--- config.mk ---
export PLATFORM = sky130hd
export DESIGN_NAME = atsc_ports
export DESIGN_NICKNAME = d
export VERILOG_FILES = /design/src/atsc_pkg.sv /design/src/atsc_rst_if.sv /design/src/atsc_err_latch.sv /design/src/atsc_rst_pulse.sv /design/src/atsc_ports.sv
export SDC_FILE = /design/constraint.sdc
export NUM_CORES = 1
export LEC_CHECK = 0
export BUFFER_PORTS_ARGS = -buffer_cell sky130_fd_sc_hd__clkbuf_2
export CAP_MARGIN = 10
export CORE_MARGIN = 5
export CORE_UTILIZATION = 50
export CTS_BUF_LIST = sky130_fd_sc_hd__clkbuf_8
export DETAILED_ROUTE_END_ITERATION = 10
export MAX_ROUTING_LAYER = met4
export PLACE_DENSITY = 0.74
export SLEW_MARGIN = 20
export SYNTH_ARGS = -nofsm -noshare
export SYNTH_HDL_FRONTEND = slang
export SYNTH_SLANG_ARGS = --single-unit
export TNS_END_PERCENT = 1
--- constraint.sdc ---
create_clock -name clk_sys -period 2.1 [get_ports clk_sys]
set_input_delay 0.315 -clock clk_sys [delete_from_list [all_inputs] [get_ports clk_sys]]
set_output_delay 0.315 -clock clk_sys [all_outputs]
set_load 0.1 [all_outputs]
--- src/atsc_pkg.sv ---
// Constants shared by the AT system control port logic
package atsc_pkg;
    localparam int IO_AW = 16;
    localparam int DW = 8;

    // I/O port addresses
    localparam logic [15:0] KBC_DATA_ADDR = 16'h0060;
    localparam logic [15:0] KBC_AUX_ADDR = 16'h0062;
    localparam logic [15:0] KBC_CMD_ADDR = 16'h0064;
    localparam logic [15:0] NMI_STAT_ADDR = 16'h0061;
    localparam logic [15:0] RTC_IDX_ADDR = 16'h0070;
    localparam logic [15:0] FAST_PORT_ADDR = 16'h0092;

    // Status and control port fields
    localparam int ST_PAR_DIS = 2;
    localparam int ST_CHK_DIS = 3;
    localparam int ST_REFRESH = 4;
    localparam int ST_TIMER2 = 5;
    localparam int ST_CHK_FLAG = 6;
    localparam int ST_PAR_FLAG = 7;
    localparam logic ST_PAR_DIS_RST = 1'b0;
    localparam logic ST_CHK_DIS_RST = 1'b0;

    // RTC index port fields
    localparam int RTC_IDX_MSB = 6;
    localparam int RTC_NMI_BLK = 7;
    localparam logic [6:0] RTC_IDX_RST = 7'h00;
    localparam logic NMI_BLK_RST = 1'b1;

    // Fast A20 / reset port fields
    localparam int FP_RESET = 0;
    localparam int FP_A20 = 1;
    localparam logic [7:0] FAST_PORT_RST = 8'h00;

    // Timing
    localparam int CLK_PERIOD_NS = 100;
    localparam int FR_DELAY_NS = 6720;
    localparam int FR_PULSE_MAX_NS = 150;
    localparam int FR_DELAY_CYC = (FR_DELAY_NS + CLK_PERIOD_NS - 1)
                                  / CLK_PERIOD_NS;
    localparam int FR_PULSE_CYC = (FR_PULSE_MAX_NS / CLK_PERIOD_NS) < 1
                                  ? 1 : (FR_PULSE_MAX_NS / CLK_PERIOD_NS);
    localparam int FR_CNT_W = 8;

    typedef enum logic [2:0] {
        FR_IDLE = 3'b001,
        FR_WAIT = 3'b010,
        FR_FIRE = 3'b100
    } atsc_fr_state_e;
endpackage

--- src/atsc_rst_if.sv ---
// Trigger and pulse between the port logic and the fast reset timer
interface atsc_rst_if;
    logic trig;
    logic fire;
    modport ctl (output trig, input fire);
    modport gen (input trig, output fire);
endinterface

--- src/atsc_err_latch.sv ---
// Sticky error flag with an enable that also clears it
module atsc_err_latch (
    input wire logic clk_sys,
    input wire logic rstn,
    input wire logic sample_en,
    input wire logic err_n,
    output logic flag_q
);
    always_ff @(posedge clk_sys or negedge rstn) begin
        if (!rstn) begin
            flag_q <= 1'b0;
        end else if (!sample_en) begin
            flag_q <= 1'b0;
        end else if (!err_n) begin
            flag_q <= 1'b1;
        end
    end

    a_flag_sets: assert property (
        @(posedge clk_sys) disable iff (!rstn)
        (sample_en && !err_n) |=> flag_q)
        else $error("error flag not set on sampled error");
    a_flag_holds: assert property (
        @(posedge clk_sys) disable iff (!rstn)
        (flag_q && sample_en) |=> flag_q)
        else $error("error flag dropped while sampling enabled");
    a_flag_clears: assert property (
        @(posedge clk_sys) disable iff (!rstn)
        !sample_en |=> !flag_q)
        else $error("error flag kept while sampling disabled");
endmodule

--- src/atsc_rst_pulse.sv ---
// Delayed fixed-width CPU reset pulse generator
module atsc_rst_pulse
    import atsc_pkg::*;
#(
    parameter int DELAY_CYC = FR_DELAY_CYC,
    parameter int PULSE_CYC = FR_PULSE_CYC
) (
    input wire logic clk_sys,
    input wire logic rstn,
    atsc_rst_if.gen rif
);
    atsc_fr_state_e state_q;
    logic [FR_CNT_W-1:0] cnt_q;

    // Fire is registered here and again at the top, so the wait is two short
    always_ff @(posedge clk_sys or negedge rstn) begin
        if (!rstn) begin
            state_q <= FR_IDLE;
            cnt_q <= '0;
            rif.fire <= 1'b0;
        end else begin
            case (state_q)
                FR_IDLE: begin
                    rif.fire <= 1'b0;
                    if (rif.trig) begin
                        state_q <= FR_WAIT;
                        cnt_q <= FR_CNT_W'(DELAY_CYC - 2);
                    end
                end
                FR_WAIT: begin
                    if (cnt_q == '0) begin
                        state_q <= FR_FIRE;
                        rif.fire <= 1'b1;
                        cnt_q <= FR_CNT_W'(PULSE_CYC - 1);
                    end else begin
                        cnt_q <= cnt_q - 1'b1;
                    end
                end
                FR_FIRE: begin
                    if (cnt_q == '0) begin
                        state_q <= FR_IDLE;
                        rif.fire <= 1'b0;
                    end else begin
                        cnt_q <= cnt_q - 1'b1;
                    end
                end
                default: begin
                    state_q <= FR_IDLE;
                    rif.fire <= 1'b0;
                end
            endcase
        end
    end

    a_pulse_width: assert property (
        @(posedge clk_sys) disable iff (!rstn)
        $rose(rif.fire) |=> !rif.fire)
        else $error("fast reset pulse wider than one cycle");
endmodule

--- src/atsc_ports.sv ---
// AT system control ports: status/NMI, RTC index, fast A20/reset, KBC glue
// How it works
// - KBC select for ports 60h, 62h, 64h
// - KBC output-full drives IRQ1
// - Merge KBC A20 and reset with fast port
// - Status bit 2 disables parity, ORed override
// - Status bit 3 disables channel check
// - Status bit 4 toggles per refresh
// - Status bit 5 shows timer 2 output
// - Channel check error sets sticky bit 6
// - Parity error sets sticky bit 7
// - Port 70h bit 7 masks NMI
// - NMI disabled after power-up
// - Fast port only when enable bit set
// - Fast port at 92h, resets to 00h
// - Fast port bit 1 clamps A20 low
// - Bit 0 rise gives delayed reset pulse
// - One pulse per bit 0 setting
// - Bit 0 keeps reading set after reset
module atsc_ports
    import atsc_pkg::*;
(
    input wire logic clk_sys,
    input wire logic rstn,
    input wire logic [IO_AW-1:0] io_addr,
    input wire logic [DW-1:0] io_wdata,
    input wire logic io_write_n,
    input wire logic io_read_n,
    output logic [DW-1:0] io_rdata_q,
    output logic io_rdata_oe_q,
    input wire logic fast_port_enable,
    input wire logic parity_check_override,
    input wire logic parity_error_in_n,
    input wire logic channel_check_in_n,
    input wire logic refresh_cycle,
    input wire logic timer2_out,
    input wire logic kbc_output_full,
    input wire logic kbc_a20_clamp_n,
    input wire logic kbc_cpu_reset,
    output logic kbc_select_n,
    output logic irq1_q,
    output logic a20_clamp_n,
    output logic cpu_reset_out,
    output logic nmi_out_q,
    output logic [6:0] rtc_index_q
);
    // Second quiet edge after the commit edge to the first edge that samples the timer's fire high
    localparam int A_DLY = FR_DELAY_CYC - 1;

    logic io_write_n_q;
    logic [IO_AW-1:0] wr_addr_q;
    logic [DW-1:0] wr_data_q;
    logic wr_commit;
    logic par_dis_q;
    logic chk_dis_q;
    logic refresh_q;
    logic nmi_blk_q;
    logic [1:0] fast_q;
    logic chk_flag;
    logic par_flag;
    logic par_en;
    logic chk_en;
    logic wr_stat;
    logic wr_rtc;
    logic wr_fast;
    logic kbc_hit;
    logic [DW-1:0] rd_mux;
    logic rd_hit;

    atsc_rst_if rif ();

    // Writes take effect on the trailing edge of the write strobe; address
    // and data are captured while it is low so late bus changes are harmless
    always_ff @(posedge clk_sys or negedge rstn) begin
        if (!rstn) begin
            io_write_n_q <= 1'b1;
        end else begin
            io_write_n_q <= io_write_n;
        end
    end

    always_ff @(posedge clk_sys or negedge rstn) begin
        if (!rstn) begin
            wr_addr_q <= '0;
            wr_data_q <= '0;
        end else if (!io_write_n) begin
            wr_addr_q <= io_addr;
            wr_data_q <= io_wdata;
        end
    end

    assign wr_commit = io_write_n && !io_write_n_q;
    assign wr_stat = wr_commit && (wr_addr_q == NMI_STAT_ADDR);
    assign wr_rtc = wr_commit && (wr_addr_q == RTC_IDX_ADDR);
    assign wr_fast = wr_commit && (wr_addr_q == FAST_PORT_ADDR)
                     && fast_port_enable;

    // Status and control port: only the two disable bits are writable
    always_ff @(posedge clk_sys or negedge rstn) begin
        if (!rstn) begin
            par_dis_q <= ST_PAR_DIS_RST;
            chk_dis_q <= ST_CHK_DIS_RST;
        end else if (wr_stat) begin
            par_dis_q <= wr_data_q[ST_PAR_DIS];
            chk_dis_q <= wr_data_q[ST_CHK_DIS];
        end
    end

    always_ff @(posedge clk_sys or negedge rstn) begin
        if (!rstn) begin
            refresh_q <= 1'b0;
        end else if (refresh_cycle) begin
            refresh_q <= !refresh_q;
        end
    end

    assign par_en = !(par_dis_q || parity_check_override);
    assign chk_en = !chk_dis_q;

    atsc_err_latch u_chk_latch (
        .clk_sys(clk_sys),
        .rstn(rstn),
        .sample_en(chk_en),
        .err_n(channel_check_in_n),
        .flag_q(chk_flag)
    );

    atsc_err_latch u_par_latch (
        .clk_sys(clk_sys),
        .rstn(rstn),
        .sample_en(par_en),
        .err_n(parity_error_in_n),
        .flag_q(par_flag)
    );

    // RTC index and NMI mask; NMI starts masked so no stale flag fires early
    always_ff @(posedge clk_sys or negedge rstn) begin
        if (!rstn) begin
            rtc_index_q <= RTC_IDX_RST;
            nmi_blk_q <= NMI_BLK_RST;
        end else if (wr_rtc) begin
            rtc_index_q <= wr_data_q[RTC_IDX_MSB:0];
            nmi_blk_q <= wr_data_q[RTC_NMI_BLK];
        end
    end

    always_ff @(posedge clk_sys or negedge rstn) begin
        if (!rstn) begin
            nmi_out_q <= 1'b0;
        end else begin
            nmi_out_q <= !nmi_blk_q && (chk_flag || par_flag);
        end
    end

    // Fast A20 / reset port; only two bits are stored
    always_ff @(posedge clk_sys or negedge rstn) begin
        if (!rstn) begin
            fast_q <= FAST_PORT_RST[1:0];
        end else if (wr_fast) begin
            fast_q <= {wr_data_q[FP_A20], wr_data_q[FP_RESET]};
        end
    end

    // A new pulse needs a 0 to 1 change of the stored reset bit
    assign rif.trig = wr_fast && !fast_q[FP_RESET]
                      && wr_data_q[FP_RESET];

    atsc_rst_pulse #(
        .DELAY_CYC(FR_DELAY_CYC),
        .PULSE_CYC(FR_PULSE_CYC)
    ) u_rst_pulse (
        .clk_sys(clk_sys),
        .rstn(rstn),
        .rif(rif.gen)
    );

    // Keyboard controller glue
    assign kbc_hit = (io_addr == KBC_DATA_ADDR) || (io_addr == KBC_AUX_ADDR)
                     || (io_addr == KBC_CMD_ADDR);

    always_ff @(posedge clk_sys or negedge rstn) begin
        if (!rstn) begin
            kbc_select_n <= 1'b1;
            irq1_q <= 1'b0;
        end else begin
            kbc_select_n <= !(kbc_hit && (!io_read_n || !io_write_n));
            irq1_q <= kbc_output_full;
        end
    end

    always_ff @(posedge clk_sys or negedge rstn) begin
        if (!rstn) begin
            a20_clamp_n <= 1'b1;
            cpu_reset_out <= 1'b0;
        end else begin
            a20_clamp_n <= kbc_a20_clamp_n && !fast_q[FP_A20];
            cpu_reset_out <= kbc_cpu_reset || rif.fire;
        end
    end

    // Read side; the RTC index port is write-only and never answers
    always_comb begin
        rd_mux = '0;
        rd_hit = 1'b0;
        if (io_addr == NMI_STAT_ADDR) begin
            rd_hit = 1'b1;
            rd_mux[ST_PAR_DIS] = par_dis_q;
            rd_mux[ST_CHK_DIS] = chk_dis_q;
            rd_mux[ST_REFRESH] = refresh_q;
            rd_mux[ST_TIMER2] = timer2_out;
            rd_mux[ST_CHK_FLAG] = chk_flag;
            rd_mux[ST_PAR_FLAG] = par_flag;
        end else if (io_addr == FAST_PORT_ADDR && fast_port_enable) begin
            rd_hit = 1'b1;
            rd_mux[FP_RESET] = fast_q[FP_RESET];
            rd_mux[FP_A20] = fast_q[FP_A20];
        end
    end

    always_ff @(posedge clk_sys or negedge rstn) begin
        if (!rstn) begin
            io_rdata_q <= '0;
            io_rdata_oe_q <= 1'b0;
        end else begin
            io_rdata_q <= (!io_read_n && rd_hit) ? rd_mux : '0;
            io_rdata_oe_q <= !io_read_n && rd_hit;
        end
    end

    a_kbc_select: assert property (
        @(posedge clk_sys) disable iff (!rstn)
        (!(io_read_n && io_write_n) && io_addr == KBC_CMD_ADDR)
        |=> !kbc_select_n)
        else $error("keyboard select missing on port 64h access");
    a_kbc_idle: assert property (
        @(posedge clk_sys) disable iff (!rstn)
        (io_read_n && io_write_n) |=> kbc_select_n)
        else $error("keyboard select without an access");
    a_irq1_follow: assert property (
        @(posedge clk_sys) disable iff (!rstn)
        ##1 irq1_q == $past(kbc_output_full))
        else $error("IRQ1 does not follow keyboard output full");
    a_kbc_reset: assert property (
        @(posedge clk_sys) disable iff (!rstn)
        kbc_cpu_reset |=> cpu_reset_out)
        else $error("keyboard reset request not passed to the CPU");
    a_a20_clamp: assert property (
        @(posedge clk_sys) disable iff (!rstn)
        (fast_q[FP_A20] || !kbc_a20_clamp_n) |=> !a20_clamp_n)
        else $error("A20 clamp not driven low");
    a_a20_release: assert property (
        @(posedge clk_sys) disable iff (!rstn)
        (!fast_q[FP_A20] && kbc_a20_clamp_n) |=> a20_clamp_n)
        else $error("A20 clamp held low with no source");
    a_par_dis_wr: assert property (
        @(posedge clk_sys) disable iff (!rstn)
        wr_stat |=> par_dis_q == $past(wr_data_q[ST_PAR_DIS]))
        else $error("parity disable bit not written");
    a_chk_dis_wr: assert property (
        @(posedge clk_sys) disable iff (!rstn)
        wr_stat |=> chk_dis_q == $past(wr_data_q[ST_CHK_DIS]))
        else $error("channel check disable bit not written");
    a_timer2_read: assert property (
        @(posedge clk_sys) disable iff (!rstn)
        (!io_read_n && io_addr == NMI_STAT_ADDR)
        |=> io_rdata_q[ST_TIMER2] == $past(timer2_out))
        else $error("status read misses timer 2 level");
    a_rtc_index: assert property (
        @(posedge clk_sys) disable iff (!rstn)
        wr_rtc |=> rtc_index_q == $past(wr_data_q[RTC_IDX_MSB:0]))
        else $error("RTC index not taken from write");
    a_nmi_mask_wr: assert property (
        @(posedge clk_sys) disable iff (!rstn)
        wr_rtc |=> nmi_blk_q == $past(wr_data_q[RTC_NMI_BLK]))
        else $error("NMI mask not taken from write");
    a_nmi_masked: assert property (
        @(posedge clk_sys) disable iff (!rstn)
        nmi_blk_q |=> !nmi_out_q)
        else $error("NMI raised while masked");
    a_nmi_raise: assert property (
        @(posedge clk_sys) disable iff (!rstn)
        (!nmi_blk_q && (chk_flag || par_flag)) |=> nmi_out_q)
        else $error("NMI missing for latched error");
    a_rtc_no_read: assert property (
        @(posedge clk_sys) disable iff (!rstn)
        (!io_read_n && io_addr == RTC_IDX_ADDR) |=> !io_rdata_oe_q)
        else $error("write-only RTC index port answered a read");
    a_reset_delay: assert property (
        @(posedge clk_sys) disable iff (!rstn)
        rif.trig |-> !cpu_reset_out[*2] ##A_DLY rif.fire
        ##1 cpu_reset_out)
        else $error("fast reset pulse not at programmed delay");
    a_refresh_bit: assert property (
        @(posedge clk_sys) disable iff (!rstn)
        refresh_cycle |=> refresh_q != $past(refresh_q))
        else $error("refresh bit did not toggle");
    a_ro_status: assert property (
        @(posedge clk_sys) disable iff (!rstn)
        (wr_stat && !refresh_cycle) |=> $stable(refresh_q))
        else $error("write disturbed refresh bit");
    a_fast_gate: assert property (
        @(posedge clk_sys) disable iff (!rstn)
        (!fast_port_enable && wr_commit) |=> $stable(fast_q))
        else $error("fast port written while disabled");
    a_fast_off_read: assert property (
        @(posedge clk_sys) disable iff (!rstn)
        (!io_read_n && io_addr == FAST_PORT_ADDR && !fast_port_enable)
        |=> !io_rdata_oe_q)
        else $error("disabled fast port answered a read");
    a_fast_store: assert property (
        @(posedge clk_sys) disable iff (!rstn)
        wr_fast |=> fast_q == $past({wr_data_q[FP_A20], wr_data_q[FP_RESET]}))
        else $error("fast port bits not taken from write");
    a_fast_keep: assert property (
        @(posedge clk_sys) disable iff (!rstn)
        (fast_q[FP_RESET] && !wr_fast) |=> fast_q[FP_RESET])
        else $error("fast reset bit lost without a write");
    a_fast_upper: assert property (
        @(posedge clk_sys) disable iff (!rstn)
        (!io_read_n && io_addr == FAST_PORT_ADDR && fast_port_enable)
        |=> (io_rdata_oe_q && io_rdata_q[DW-1:FP_A20+1] == '0))
        else $error("fast port reserved bits read nonzero");
    a_one_pulse: assert property (
        @(posedge clk_sys) disable iff (!rstn)
        (wr_fast && fast_q[FP_RESET]) |-> !rif.trig)
        else $error("second pulse without clearing reset bit");
endmodule

==> results.sh <==
export IMPL_syn_area_um2=2800
export IMPL_power_density_nw_per_um2=786
export IMPL_synth_top_family_by_area="simple AND/OR/NAND/NOR gates"
export IMPL_core_um2=5470
export IMPL_rsz0062_at_grt="no"
export IMPL_root_buffer="clkbuf_8"
export IMPL_p_int_mw=2.12
export IMPL_port_buffers=57
export IMPL_pwr_share_comb_pct=7.0
export IMPL_switching_share_pct=22.1
export IMPL_syn_nets=255
export IMPL_hold_violations=0
export IMPL_cp_arrival_ns=2.21
export IMPL_crit_slowest_cell="or4b_4"
export IMPL_die_x_um=84.8
export IMPL_tns_ns=0
export IMPL_drt_wl_total_um=5770
export IMPL_postCtsSetupRepairBufs=0
export IMPL_tightestPinTransition_ns=0.663
export IMPL_power_switching_mw=0.604
export IMPL_synthXorXnorAreaFrac_pct=0.939
export IMPL_ys_warn_count=0
export IMPL_cts_max_level=3
export IMPL_synth_edff_count=0
export IMPL_avgSynthCellArea_um2=12.9
export IMPL_r2r_start="u_rst_pulse.cnt_q[0]"
export IMPL_synthFlopType="dfrtp_1"
export IMPL_final_cell_mix="61 x dfrtp_1, 56 x clkbuf_2, 36 x mux2_2"
export IMPL_p_seq_share_pct=50.6
export IMPL_cp_slowest_stage_delay_ns=0.51
export IMPL_drive_above_1_share_pct=44.4
export IMPL_finalSetupViolations=0
export IMPL_clock_latency_ns=0.34
export IMPL_io_pins=58
export IMPL_status="finished clean"
export IMPL_cp_start_kind="flop"
export IMPL_total_power_mw=2.73
export IMPL_dpl_hpwl_um=4240
export IMPL_fin_crit_sh_pct=94.7
export IMPL_grt_max_degree=29
export IMPL_grt_pass1_vias=2045
export IMPL_fin_util_pct=63.4
export IMPL_ys_seq_elements=66
export IMPL_synthArstFlopShare_pct=100
export IMPL_viasPerCell=5.44
export IMPL_rrSetupSlack_ns=0.11
export IMPL_cts_tree="yes"
export IMPL_required_ns=2.32
export IMPL_clk_path_buf_depth=2
export IMPL_path_clk_slew_ns=0.07
export IMPL_grt_pass1_wl_um=9850
export IMPL_die_y_um=84.8
export IMPL_nFillCells=444
export IMPL_dieArea_um2=7190
export IMPL_antennaDiodeCount=0
export IMPL_synth_compound_area_share_pct=6.57
export IMPL_drc=0
export IMPL_startpoint="u_rst_pulse.cnt_q[0]"
export IMPL_ys_types=47
export IMPL_via_count=1984
export IMPL_antenna_found_initial=0
export IMPL_synthAdderAreaFrac_pct=0.447
export IMPL_synthMuxAreaShare_pct=14.8
export IMPL_p_clk_share_pct=42.4
export IMPL_hp_class="in2async"
export IMPL_cp_cell_sequence="inv_1 > ha_2 > or4b_4 > o311ai_4 > o21ai_4 > a22o_1"
export IMPL_globalplace_congestion=0.943
export IMPL_period_minus_slack_ns=1.99
export IMPL_fmax_ghz=0.503
export IMPL_grtUsageTotal_pct=18.2
export IMPL_p_leak_nw=1.58
export IMPL_max_cap_violations=0
export IMPL_max_slew_margin_pct=55.8
export IMPL_nNetsFinal=326
export IMPL_fp_row_count=27
export IMPL_numClockSinks=66
export IMPL_synthSimpleGateAreaFrac_pct=15.9
export IMPL_end_kind="flop"
export IMPL_cts_buffers=9
export IMPL_timing_rr_end="u_rst_pulse.cnt_q[6]"
export IMPL_criticalPathCategory="reg2reg"
export IMPL_maxSlewViolCount=0
export IMPL_ant_nets=0
export IMPL_ir_worst_vdd_mv=0.565
export IMPL_finClkSkew_ns=0.00842
export IMPL_reg2reg_depth=6
export IMPL_syn2layout_area_growth_pct=23.9
export IMPL_grt_overflow=0
export IMPL_path_max_fanout=7
export IMPL_start_util_pct=51.1
export IMPL_first_pass_iters=4
export IMPL_final_common_cell="dfrtp_1"
export IMPL_drt_initial_drc_count=79
export IMPL_wl_per_cell_um=15.8
export IMPL_seq_area_frac_synth_pct=59.3
export IMPL_synthCells=217
export IMPL_crit_end="u_rst_pulse.cnt_q[6]"
## area by class of cell
cell class | instances | area, um2 | share of cell area (%)
tap | 72 | 90.1 | 2.60
clock buffer | 10 | 138 | 3.97
clock inverter | 6 | 81.3 | 2.35
sequential | 66 | 1660 | 47.8
multi-input combinational | 137 | 1100 | 31.7
inverter | 10 | 37.5 | 1.08
timing repair buffer | 64 | 363 | 10.5
## routing by layer
| layer | part of all wire (%) | vias to the layer above | track usage (%) |
|---|---|---|---|
| li1 | - | 934 | - |
| met1 | 42 | 970 | 22.2 |
| met2 | 50 | 70 | 27.8 |
| met3 | 6.2 | 10 | 7.26 |
| met4 | 1.7 | 0 | 5.47 |
| met5 | 0 | - | - |
## flip-flops by register name, indices dropped and copies added, names as in the netlist
register	flops
wr_addr_q	16
io_rdata_q	8
u_rst_pulse.cnt_q	8
wr_data_q	8
rtc_index_q	7
u_rst_pulse.state_q	3
fast_q	2
a20_clamp_n	1
chk_dis_q	1
cpu_reset_out	1
io_rdata_oe_q	1
io_write_n_q	1
irq1_q	1
kbc_select_n	1
nmi_blk_q	1
nmi_out_q	1
par_dis_q	1
refresh_q	1
u_chk_latch.flag_q	1
u_par_latch.flag_q	1
u_rst_pulse.rif.fire	1
## how the worst min path moves through the flow
stage | startpoint | to | slack [ns] | depth (start not counted)
5_1_grt | rstn | u_rst_pulse.rif.fire | 0.03 | 1
4_1_cts | rstn | u_rst_pulse.rif.fire | 0.01 | 1
6_report | rstn | u_rst_pulse.rif.fire | 0.00008 | 1
3_5_place_dp | rstn | u_rst_pulse.cnt_q[3] | 0.39 | 1
2_1_floorplan | rstn | chk_dis_q | 0.02 | 0
3_3_place_gp | rstn | u_rst_pulse.cnt_q[3] | 0.39 | 1
## power by group through the flow
stage          sequential (mW)  clock (mW)  combinational [mW]
4_1_cts                   1.38        1.19               0.195
3_3_place_gp              1.40           0               0.191
3_5_place_dp              1.40           0               0.195
5_1_grt                   1.39        1.25               0.213
2_1_floorplan             1.41           0              0.0851
6_report                  1.38        1.16               0.192
## timing repair
action | 4_1_cts | 5_1_grt
setup endpoints to repair | 0 | 10
hold buffers | 0 | 0
resized for setup | 0 | 3
## critical path, delay by kind of cell, from the launching register on
family | cells | cell delay (ns)
compound gates | 3 | 0.65
flops | 1 | 0.40
simple gates | 1 | 0.51
fa+ha+maj | 1 | 0.22
buf+inv | 1 | 0.10
## Yosys cell counts, drive strengths merged, types with 3 or more instances
library cell	n	area share (%)
a21oi	5	0.89
and2	6	1.3
clkbuf	3	0.40
dfrtp	61	55
dfstp	5	4.7
inv	10	1.3
mux2	36	14
nand2	7	0.94
nand3	6	1.1
nand4	4	0.89
nor2	14	1.9
nor2b	3	0.67
nor3	9	1.6
nor3b	4	1.5
nor4	4	1.1
nor4bb	4	1.4
o21ai	6	1.2
## cells by family (layout without fill, tap and decap cells)
group                      after synthesis  count (layout)
AOI/OAI and AO/OA                       25              25
and+or+nand+nor                         71              71
adders and majority gates                1               1
xor gates and xnor gates                 3               3
DFF                                     66              66
buffers and inverters                   14              90
muxes                                   37              37
## metrics by stage
step	cells	setup slack, ns	hold WS [ns]	area, um2
5_1_grt	365	0.0154	0.0346	3470
2_1_floorplan	217	0.225	0.0194	2800
6_report	365	0.112	0.0000816	3470
4_1_cts	365	0.0528	0.0118	3450
3_3_place_gp	349	0.156	0.390	3230
3_5_place_dp	349	0.0718	0.386	3230
Note: power is estimated with default switching activity, not from simulation.
